===== config.mk =====
export PLATFORM = sky130hd
export DESIGN_NAME = load_store_address_generator
export DESIGN_NICKNAME = d
export VERILOG_FILES = /design/src/offset_scaler.v /design/src/circular_window.v /design/src/load_store_address_generator.v
export VERILOG_INCLUDE_DIRS = /design/src /design/src/src
export SDC_FILE = /design/constraint.sdc
export NUM_CORES = 1
export LEC_CHECK = 0
export BUFFER_PORTS_ARGS = -buffer_cell sky130_fd_sc_hd__clkbuf_2
export CAP_MARGIN = 30
export CORE_MARGIN = 2
export CORE_UTILIZATION = 40
export DETAILED_ROUTE_END_ITERATION = 7
export PLACE_DENSITY = 0.65
export SYNTH_ARGS = -nofsm -noshare
export SYNTH_HDL_FRONTEND = slang
export SYNTH_SLANG_ARGS = --single-unit

===== constraint.sdc =====
create_clock -name clk -period 9.4 [get_ports clk]
set_clock_uncertainty 0.05 [all_clocks]
set_input_delay 0.94 -clock clk [delete_from_list [all_inputs] [get_ports clk]]
set_output_delay 0.94 -clock clk [all_outputs]
set_load 0.02 [all_outputs]

===== src/agu_defs.vh =====
`ifndef AGU_DEFS_VH
`define AGU_DEFS_VH

// Register byte offsets
`define AGU_OFS_MODE_REG 4'h0
`define AGU_OFS_LAST_ADDR 4'h4
`define AGU_OFS_CIRC_COUNT 4'h8
`define AGU_OFS_OP_COUNT 4'hC

// Mode register reset value and fields
`define AGU_MODE_RESET 32'h00000000
`define AGU_SEL_WIDTH 2
`define AGU_BLK0_LSB 16
`define AGU_BLK1_LSB 21
`define AGU_BLK_WIDTH 5
`define AGU_MODE_USED_MASK 32'h03FFFFFF

// Per-register selector encodings
`define AGU_SEL_LINEAR 2'h0
`define AGU_SEL_CIRC_BLK0 2'h1
`define AGU_SEL_CIRC_BLK1 2'h2
`define AGU_SEL_RESERVED 2'h3

// Mode field bit positions
`define AGU_MF_UPDATE 3
`define AGU_MF_REG_OFS 2
`define AGU_MF_POST 1
`define AGU_MF_PLUS 0

// Access sizes (shift amounts)
`define AGU_SIZE_BYTE 2'h0
`define AGU_SIZE_HALF 2'h1
`define AGU_SIZE_WORD 2'h2
`define AGU_SIZE_DOUBLE 2'h3

// Operation kinds
`define AGU_OP_MEMORY 1'b0
`define AGU_OP_ARITH 1'b1

// Register numbers of interest
`define AGU_CIRC_FIRST 4'h4
`define AGU_CIRC_LAST 4'h7
`define AGU_LONG_BASE_LOW 4'hE
`define AGU_LONG_BASE_HIGH 4'hF

`endif


===== src/offset_scaler.v =====
`timescale 1ns/1ps
module offset_scaler (
  // Operand
  input wire [31:0] offset,
  input wire [1:0] size,
  // Result
  output reg [31:0] scaled
);
`include "agu_defs.vh"

  always @* begin
    case (size)
      `AGU_SIZE_BYTE: scaled = offset;
      `AGU_SIZE_HALF: scaled = {offset[30:0], 1'b0};
      `AGU_SIZE_WORD: scaled = {offset[29:0], 2'h0};
      `AGU_SIZE_DOUBLE: scaled = {offset[28:0], 3'h0};
      default: scaled = offset;
    endcase
  end
endmodule // offset_scaler


===== src/circular_window.v =====
`timescale 1ns/1ps
module circular_window (
  // Operands
  input wire [31:0] base,
  input wire [31:0] sum,
  input wire circ_en,
  input wire [4:0] blk_n,
  // Result
  output wire [31:0] result
);

  genvar i;
  generate
    for (i = 0; i < 32; i = i + 1) begin : g_bit
      // With circ_en set, bit i follows the sum only inside the window of 2^(N+1) bytes
      wire in_window;
      assign in_window = ~circ_en | (i <= blk_n);
      assign result[i] = in_window ? sum[i] : base[i];
    end
  endgenerate
endmodule // circular_window


===== src/load_store_address_generator.v =====
// Contract
// - Three kinds: linear, circular with block field zero, circular with block field one.
// - Any base register may use linear calculation.
// - Circular only for file A 4-7 on side A, file B 4-7 on side B.
// - Memory ops and scaled add/subtract consult the mode register for those eight.
// - Memory offset shifted by 3, 2, 1, 0 by size, then added or subtracted.
// - Pre and plain offset options access the newly computed address.
// - Post options access the base value before the update.
// - Scaled add/subtract shift the source by size, then add or subtract.
// - Circular results update only bits N..0; upper bits keep the base.
// - Circular result stays in a 2^(N+1)-byte window, offset wraps.
// - Block size is in bytes, never scaled by access size.
// - Block field value N gives a buffer of 2^(N+1) bytes.
// - Long base registers take a 15-bit unsigned offset, positive, no update.
// - Ordinary form: base plus register or 5-bit unsigned constant offset.
// - Pre and post options write back the base; plain offsets do not.
// - Mode field: update, register offset, post, plus from top bit down.
//
// The implementer's own choices: register access over Avalon-MM and the register addresses.
`timescale 1ns/1ps
module load_store_address_generator (
  // Clock and reset
  input wire clk,
  input wire rst_b,
  // Avalon-MM register slave
  input wire [3:0] avs_address,
  input wire avs_read,
  input wire avs_write,
  input wire [31:0] avs_writedata,
  input wire [3:0] avs_byteenable,
  output reg [31:0] avs_readdata,
  output wire avs_waitrequest,
  // Request from decode stage and register file
  input wire op_valid,
  input wire op_kind,
  input wire unit_side_b,
  input wire [3:0] base_index,
  input wire [31:0] base_register_operand,
  input wire [31:0] offset_register_operand,
  input wire [4:0] short_unsigned_offset,
  input wire [14:0] long_unsigned_offset,
  input wire long_form,
  input wire [3:0] mode_field,
  input wire [1:0] access_size,
  input wire arith_use_register,
  input wire arith_plus,
  // Result toward memory access path and register file
  output reg result_valid,
  output reg [31:0] mem_address,
  output reg mem_access,
  output reg [31:0] arith_result,
  output reg arith_done,
  output reg base_write_enable,
  output reg [3:0] base_write_index,
  output reg base_write_side_b,
  output reg [31:0] base_write_value,
  output reg circular_used
);
`include "agu_defs.vh"

  reg [31:0] addressing_mode_register;
  reg [31:0] last_addr;
  reg [31:0] circ_count;
  reg [31:0] op_count;
  reg bus_ack;

  // ---------------- Register bus ----------------
  // Every access stalls exactly one cycle so read data can come from a flop
  assign avs_waitrequest = (avs_read | avs_write) & ~bus_ack;

  wire bus_write_now = avs_write & bus_ack;
  wire [31:0] byte_mask = {{8{avs_byteenable[3]}}, {8{avs_byteenable[2]}},
                           {8{avs_byteenable[1]}}, {8{avs_byteenable[0]}}};

  reg [31:0] next_readdata;
  always @* begin
    case (avs_address)
      `AGU_OFS_MODE_REG: next_readdata = addressing_mode_register;
      `AGU_OFS_LAST_ADDR: next_readdata = last_addr;
      `AGU_OFS_CIRC_COUNT: next_readdata = circ_count;
      `AGU_OFS_OP_COUNT: next_readdata = op_count;
      default: next_readdata = 32'h00000000;
    endcase
  end

  always @(posedge clk or negedge rst_b) begin
    if (!rst_b) begin
      bus_ack <= 1'b0;
      avs_readdata <= 32'h00000000;
    end else begin
      bus_ack <= (avs_read | avs_write) & ~bus_ack;
      if (avs_read & ~bus_ack) begin
        avs_readdata <= next_readdata;
      end
    end
  end

  // Unused upper bits of the mode register are held at zero
  always @(posedge clk or negedge rst_b) begin
    if (!rst_b) begin
      addressing_mode_register <= `AGU_MODE_RESET;
    end else if (bus_write_now && avs_address == `AGU_OFS_MODE_REG) begin
      addressing_mode_register <= ((addressing_mode_register & ~byte_mask) |
                                   (avs_writedata & byte_mask)) & `AGU_MODE_USED_MASK;
    end
  end

  // ---------------- Mode selection ----------------
  // Only registers 4..7 of the unit's own file may go circular
  wire circ_capable = (base_index >= `AGU_CIRC_FIRST) &&
                      (base_index <= `AGU_CIRC_LAST);
  wire is_long_base = unit_side_b && ((base_index == `AGU_LONG_BASE_LOW) ||
                                      (base_index == `AGU_LONG_BASE_HIGH));
  wire use_long = long_form & is_long_base & (op_kind == `AGU_OP_MEMORY);

  wire [2:0] sel_slot = {unit_side_b, base_index[1:0]};
  wire [`AGU_SEL_WIDTH-1:0] selector =
    addressing_mode_register[sel_slot*`AGU_SEL_WIDTH +: `AGU_SEL_WIDTH];

  wire [4:0] blk0 = addressing_mode_register[`AGU_BLK0_LSB +: `AGU_BLK_WIDTH];
  wire [4:0] blk1 = addressing_mode_register[`AGU_BLK1_LSB +: `AGU_BLK_WIDTH];

  reg circ_en;
  reg [4:0] blk_n;
  always @* begin
    circ_en = 1'b0;
    blk_n = 5'h00;
    if (circ_capable && !use_long) begin
      case (selector)
        `AGU_SEL_CIRC_BLK0: begin
          circ_en = 1'b1;
          blk_n = blk0;
        end
        `AGU_SEL_CIRC_BLK1: begin
          circ_en = 1'b1;
          blk_n = blk1;
        end
        // Reserved encoding falls back to linear so an odd value cannot trap
        default: begin
          circ_en = 1'b0;
          blk_n = 5'h00;
        end
      endcase
    end
  end

  // ---------------- Offset and direction ----------------
  wire mf_update = mode_field[`AGU_MF_UPDATE];
  wire mf_reg_ofs = mode_field[`AGU_MF_REG_OFS];
  wire mf_post = mode_field[`AGU_MF_POST] & mf_update;
  wire mf_plus = mode_field[`AGU_MF_PLUS];

  reg [31:0] raw_offset;
  reg add_dir;
  always @* begin
    if (op_kind == `AGU_OP_ARITH) begin
      raw_offset = arith_use_register ? offset_register_operand
                                      : {27'h0, short_unsigned_offset};
      add_dir = arith_plus;
    end else if (use_long) begin
      raw_offset = {17'h0, long_unsigned_offset};
      add_dir = 1'b1;
    end else begin
      raw_offset = mf_reg_ofs ? offset_register_operand
                              : {27'h0, short_unsigned_offset};
      add_dir = mf_plus;
    end
  end

  wire [31:0] scaled_offset;
  offset_scaler u_scaler (
    .offset(raw_offset),
    .size(access_size),
    .scaled(scaled_offset)
  );

  wire [31:0] raw_sum = add_dir ? base_register_operand + scaled_offset
                                : base_register_operand - scaled_offset;

  // Block size is a byte count, so the window ignores access size
  wire [31:0] new_address;
  circular_window u_window (
    .base(base_register_operand),
    .sum(raw_sum),
    .circ_en(circ_en),
    .blk_n(blk_n),
    .result(new_address)
  );

  wire mem_op = (op_kind == `AGU_OP_MEMORY);
  wire do_update = mem_op & mf_update & ~use_long;
  wire [31:0] access_addr = mf_post && !use_long ? base_register_operand
                                                 : new_address;

  // ---------------- Result stage ----------------
  always @(posedge clk or negedge rst_b) begin
    if (!rst_b) begin
      result_valid <= 1'b0;
      mem_access <= 1'b0;
      arith_done <= 1'b0;
      mem_address <= 32'h00000000;
      arith_result <= 32'h00000000;
      base_write_enable <= 1'b0;
      base_write_index <= 4'h0;
      base_write_side_b <= 1'b0;
      base_write_value <= 32'h00000000;
      circular_used <= 1'b0;
    end else begin
      result_valid <= op_valid;
      mem_access <= op_valid & mem_op;
      arith_done <= op_valid & ~mem_op;
      base_write_enable <= op_valid & do_update;
      circular_used <= op_valid & circ_en;
      if (op_valid) begin
        base_write_index <= base_index;
        base_write_side_b <= unit_side_b;
        base_write_value <= new_address;
        if (mem_op) begin
          mem_address <= access_addr;
        end else begin
          arith_result <= new_address;
        end
      end
    end
  end

  // ---------------- Status counters ----------------
  // Counters wrap; software reads differences rather than absolute values
  always @(posedge clk or negedge rst_b) begin
    if (!rst_b) begin
      last_addr <= 32'h00000000;
      circ_count <= 32'h00000000;
      op_count <= 32'h00000000;
    end else if (op_valid) begin
      last_addr <= mem_op ? access_addr : new_address;
      op_count <= op_count + 32'h00000001;
      if (circ_en) begin
        circ_count <= circ_count + 32'h00000001;
      end
    end
  end
endmodule // load_store_address_generator


==> impl_results.md <==
* Outcome: finished clean
* P_int at around 0.0025 W
* Sw frac at around 38%
* Commonest cells in the synthesized netlist: dfrtp_1 (261), nand2_1 (249), o21ai_0 (159)
* Gr usage total at roughly 23%
* Final critical-path required period at 6980 ps
* Ports at about 280
* Endpoints failing setup at 0
* Max-cap viol count at 0
* Starting DRT DRC Count at around 1100
* Die ar. at 0.0414 mm²
* Max VDD drop at approximately 0.16 mV
* Finished Layout Cells at about 2500
* Vias post-DR at about 14000
* Postcts setup bufs at 0
* Crit Path Category: in2reg
* Row count at between 70 and 80
* Seq pwr share at 38.5%
* Cts hold-fix bufs at 0
* Filler Cells Inserted at about 3800
* Clock group share of total power at around 28%
* CTS tree: built
* Post-Syn Instances at roughly 1700
* Prevailing post-synth register cell: dfrtp_1
* Data required time of the critical path at between 9000 and 10000 ps
* Syn_nets at roughly 1900
* Crit. End Element: register
* Post-Route WL at ~49 mm
* Worst hold slack at between 300 and 400 ps
* RSZ-0062 raised after global routing: no
* WL/cell at between 15 and 20 µm
* Detail Route Antenna Nets at 0
* Rel. slew slack at 27.4%
* R2R setup slack at approximately 4600 ps
* Global-route wire length before repair at between 70 and 80 mm
* Inst Count DP at approximately 2400
* Avg Inst Size Synth at 9.25 µm²
* Skew-Pair Late Insertion Delay at about 550 ps
* Total gr overflow at 0
* Hold Path Class: reg2reg
* Period utilization at between 70% and 80%
* Critical Path Source Type: input pin
* CTS Sinks at approximately 260
* Antenna violations before repair at 5
* Achievable Freq at 143 MHz
* PortBufs at approximately 280
* Drt pass-1 iters at 5
* Comb pwr share at around a third
* Die height at a little over 200 µm
* Reg clk slew, reported paths at roughly 60 ps
* Final TNS setup at 0 ps
* DR vias/cell at between 5 and 6
* Via count of the first global-routing pass at about 13000
* Register area share after synthesis at approximately two fifths
* Async S/R FF share, synth at 100%
* Share of cells above drive strength 1 at 22.9%
* Power per cell area at roughly 220 mW/mm²
* CP arrival at ~7400 ps
* Yosys warns at 0
* Worst-case clock buffer depth at 3
* Max Slew Vio Count at 0
* Fin nets at between 2000 and 2500
* Switching pwr at around 0.0015 W
* Clock buffer count from CTS at 28
* Synth top area share at around two fifths
* Hold Violations, Final at 0
* Post_cts resized at 0
* Netlist cell types at 91
* Core Area at a little under 0.04 mm²
* Post-DP HPWL at about 38 mm
* CTS root buf: clkbuf_16
* Gpl congestion at roughly 0.90
* Synth Register Bits at between 200 and 300
* LEAKAGE at 8.74 nW
* Pin count of the biggest net entering global routing at around 130
* Number of flops mapped to enable cells by yosys at 0
* Worst Path Max Fanout at 24
* Slew of the pin with the lowest slew margin at about 1100 ps
* Die width at roughly 200 µm
* Area Growth Syn to Fin at 16.8%
* Leading area contributor after synthesis: dfrtp_1
* Synthesized area at 0.0159 mm²
* Htree depth at 1
* Most instantiated library cell after synthesis: dfrtp_1
* Top post-synthesis cells by area: dfrtp_1 (41%), nand2_1 (5.9%), o21ai_0 (5.0%), mux2_2 (4.7%), a21oi_1 (3.9%)
* DRC Markers at 0
* Initial Utilization at 40.3%
power by group through the flow:
| stage | clock network (W) | registers [W] | logic, W |
|---|---|---|---|
| after floorplan | 0 | 0.00167 | 0.000709 |
| after global placement | 0 | 0.00154 | 0.00133 |
| after detailed placement | 0 | 0.00156 | 0.00135 |
| after CTS | 0.00113 | 0.00154 | 0.00136 |
| after global routing | 0.00117 | 0.00157 | 0.00148 |
| final | 0.00111 | 0.00154 | 0.00135 |
routing by layer:
metal	part of all wire (%)	global-route usage [%]	wire, µm	vias up
met3	6.4	2.97	3130	71
met2	46	37.2	22500	458
met5	0.053	0	26	-
met4	2.7	6.67	1300	4
met1	45	32.5	21800	6799
li1	-	-	-	6709
kinds of logic after synthesis:
family          after synthesis  share of synthesized area (%)
buf+inv                     118                           3.83
mux                         125                           8.82
compound gates              496                           20.4
simple gates                569                           16.4
fa+ha+maj                    45                           3.58
xor+xnor                    108                           5.99
flops                       261                           41.0
worst paths after layout:
check	from	endpoint	cells after the start
max in group asynchronous	rst_b	base_write_value[16]$_DFFE_PN0P_	2
min	bus_ack$_DFF_PN0_	bus_ack$_DFF_PN0_	1
min reg2reg	bus_ack$_DFF_PN0_	bus_ack$_DFF_PN0_	1
max reg2reg	register	last_addr[7]$_DFFE_PN0P_	11
max	op_kind	last_addr[29]$_DFFE_PN0P_	26
min in group asynchronous	rst_b	avs_readdata[27]$_DFFE_PN0P_	1
flip-flops by register name, summed over array words and instances (netlist names), named ones only:
signal             cells
arith_done             1
arith_result          32
avs_readdata          32
base_write_enable      1
base_write_index       4
base_write_side_b      1
base_write_value      32
bus_ack                1
circ_count            32
circular_used          1
last_addr             32
mem_access             1
mem_address           32
op_count              32
result_valid           1
stage by stage:
step	util (%)	setup slack, ps	total power, W	instance area (µm²)
3_5_place_dp	44.7	1920	0.00291	17700
4_1_cts	47.0	2480	0.00403	18600
5_1_grt	47.0	1790	0.00422	18600
3_3_place_gp	44.6	2070	0.00287	17600
2_1_floorplan	-	3380	0.00238	15900
6_report	47.0	2420	0.00401	18600
placed cells by master (no fill, tap or decap), types with 10 or more instances in the layout:
cell type / n
mux2i_1: 53
buf_4: 15
nand4_1: 21
and4_1: 10
a22o_1: 31
xor2_1: 38
nor2_1: 155
nand2_1: 248
inv_1: 25
mux2_2: 66
a221oi_1: 26
ha_1: 44
o21ai_0: 159
nand3_1: 37
nor3_1: 12
clkbuf_2: 274
and3_1: 30
dfrtp_1: 261
a21oi_1: 122
o211ai_1: 20
clkbuf_16: 29
a211oi_1: 10
xnor2_1: 69
a21o_1: 22
a31oi_1: 23
cell type report:
class,instances,area (µm²),area share [%]
flip-flops and latches,261,6530,35.1
well taps,525,657,3.53
multi-input cells,1343,8840,47.5
repair buffers,292,1540,8.29
clock buffers,41,841,4.52
diodes,2,5.00,0.0269
inverters,27,101,0.545
clock inverters,10,86.3,0.464
worst max-delay path, stage by stage:
cell      delay, ps
clkbuf_2        560
inv_2           350
and4_1          300
nor3_2          340
nor2_1           90
o21ai_0         260
ha_1            210
a21boi_1        320
nand3_1         220
nor3_2          360
and2_1          190
and3b_1         180
a21o_1           90
o31ai_1          60
ha_1            390
and4_1          220
and3_1          240
nand4_1         110
o22ai_1         290
o211ai_1        190
a211o_1         320
a21boi_0        220
o21ai_0         110
a31oi_1         380
a21oi_1         130
mux2_2          290
Power figures use the tool's default switching activity.
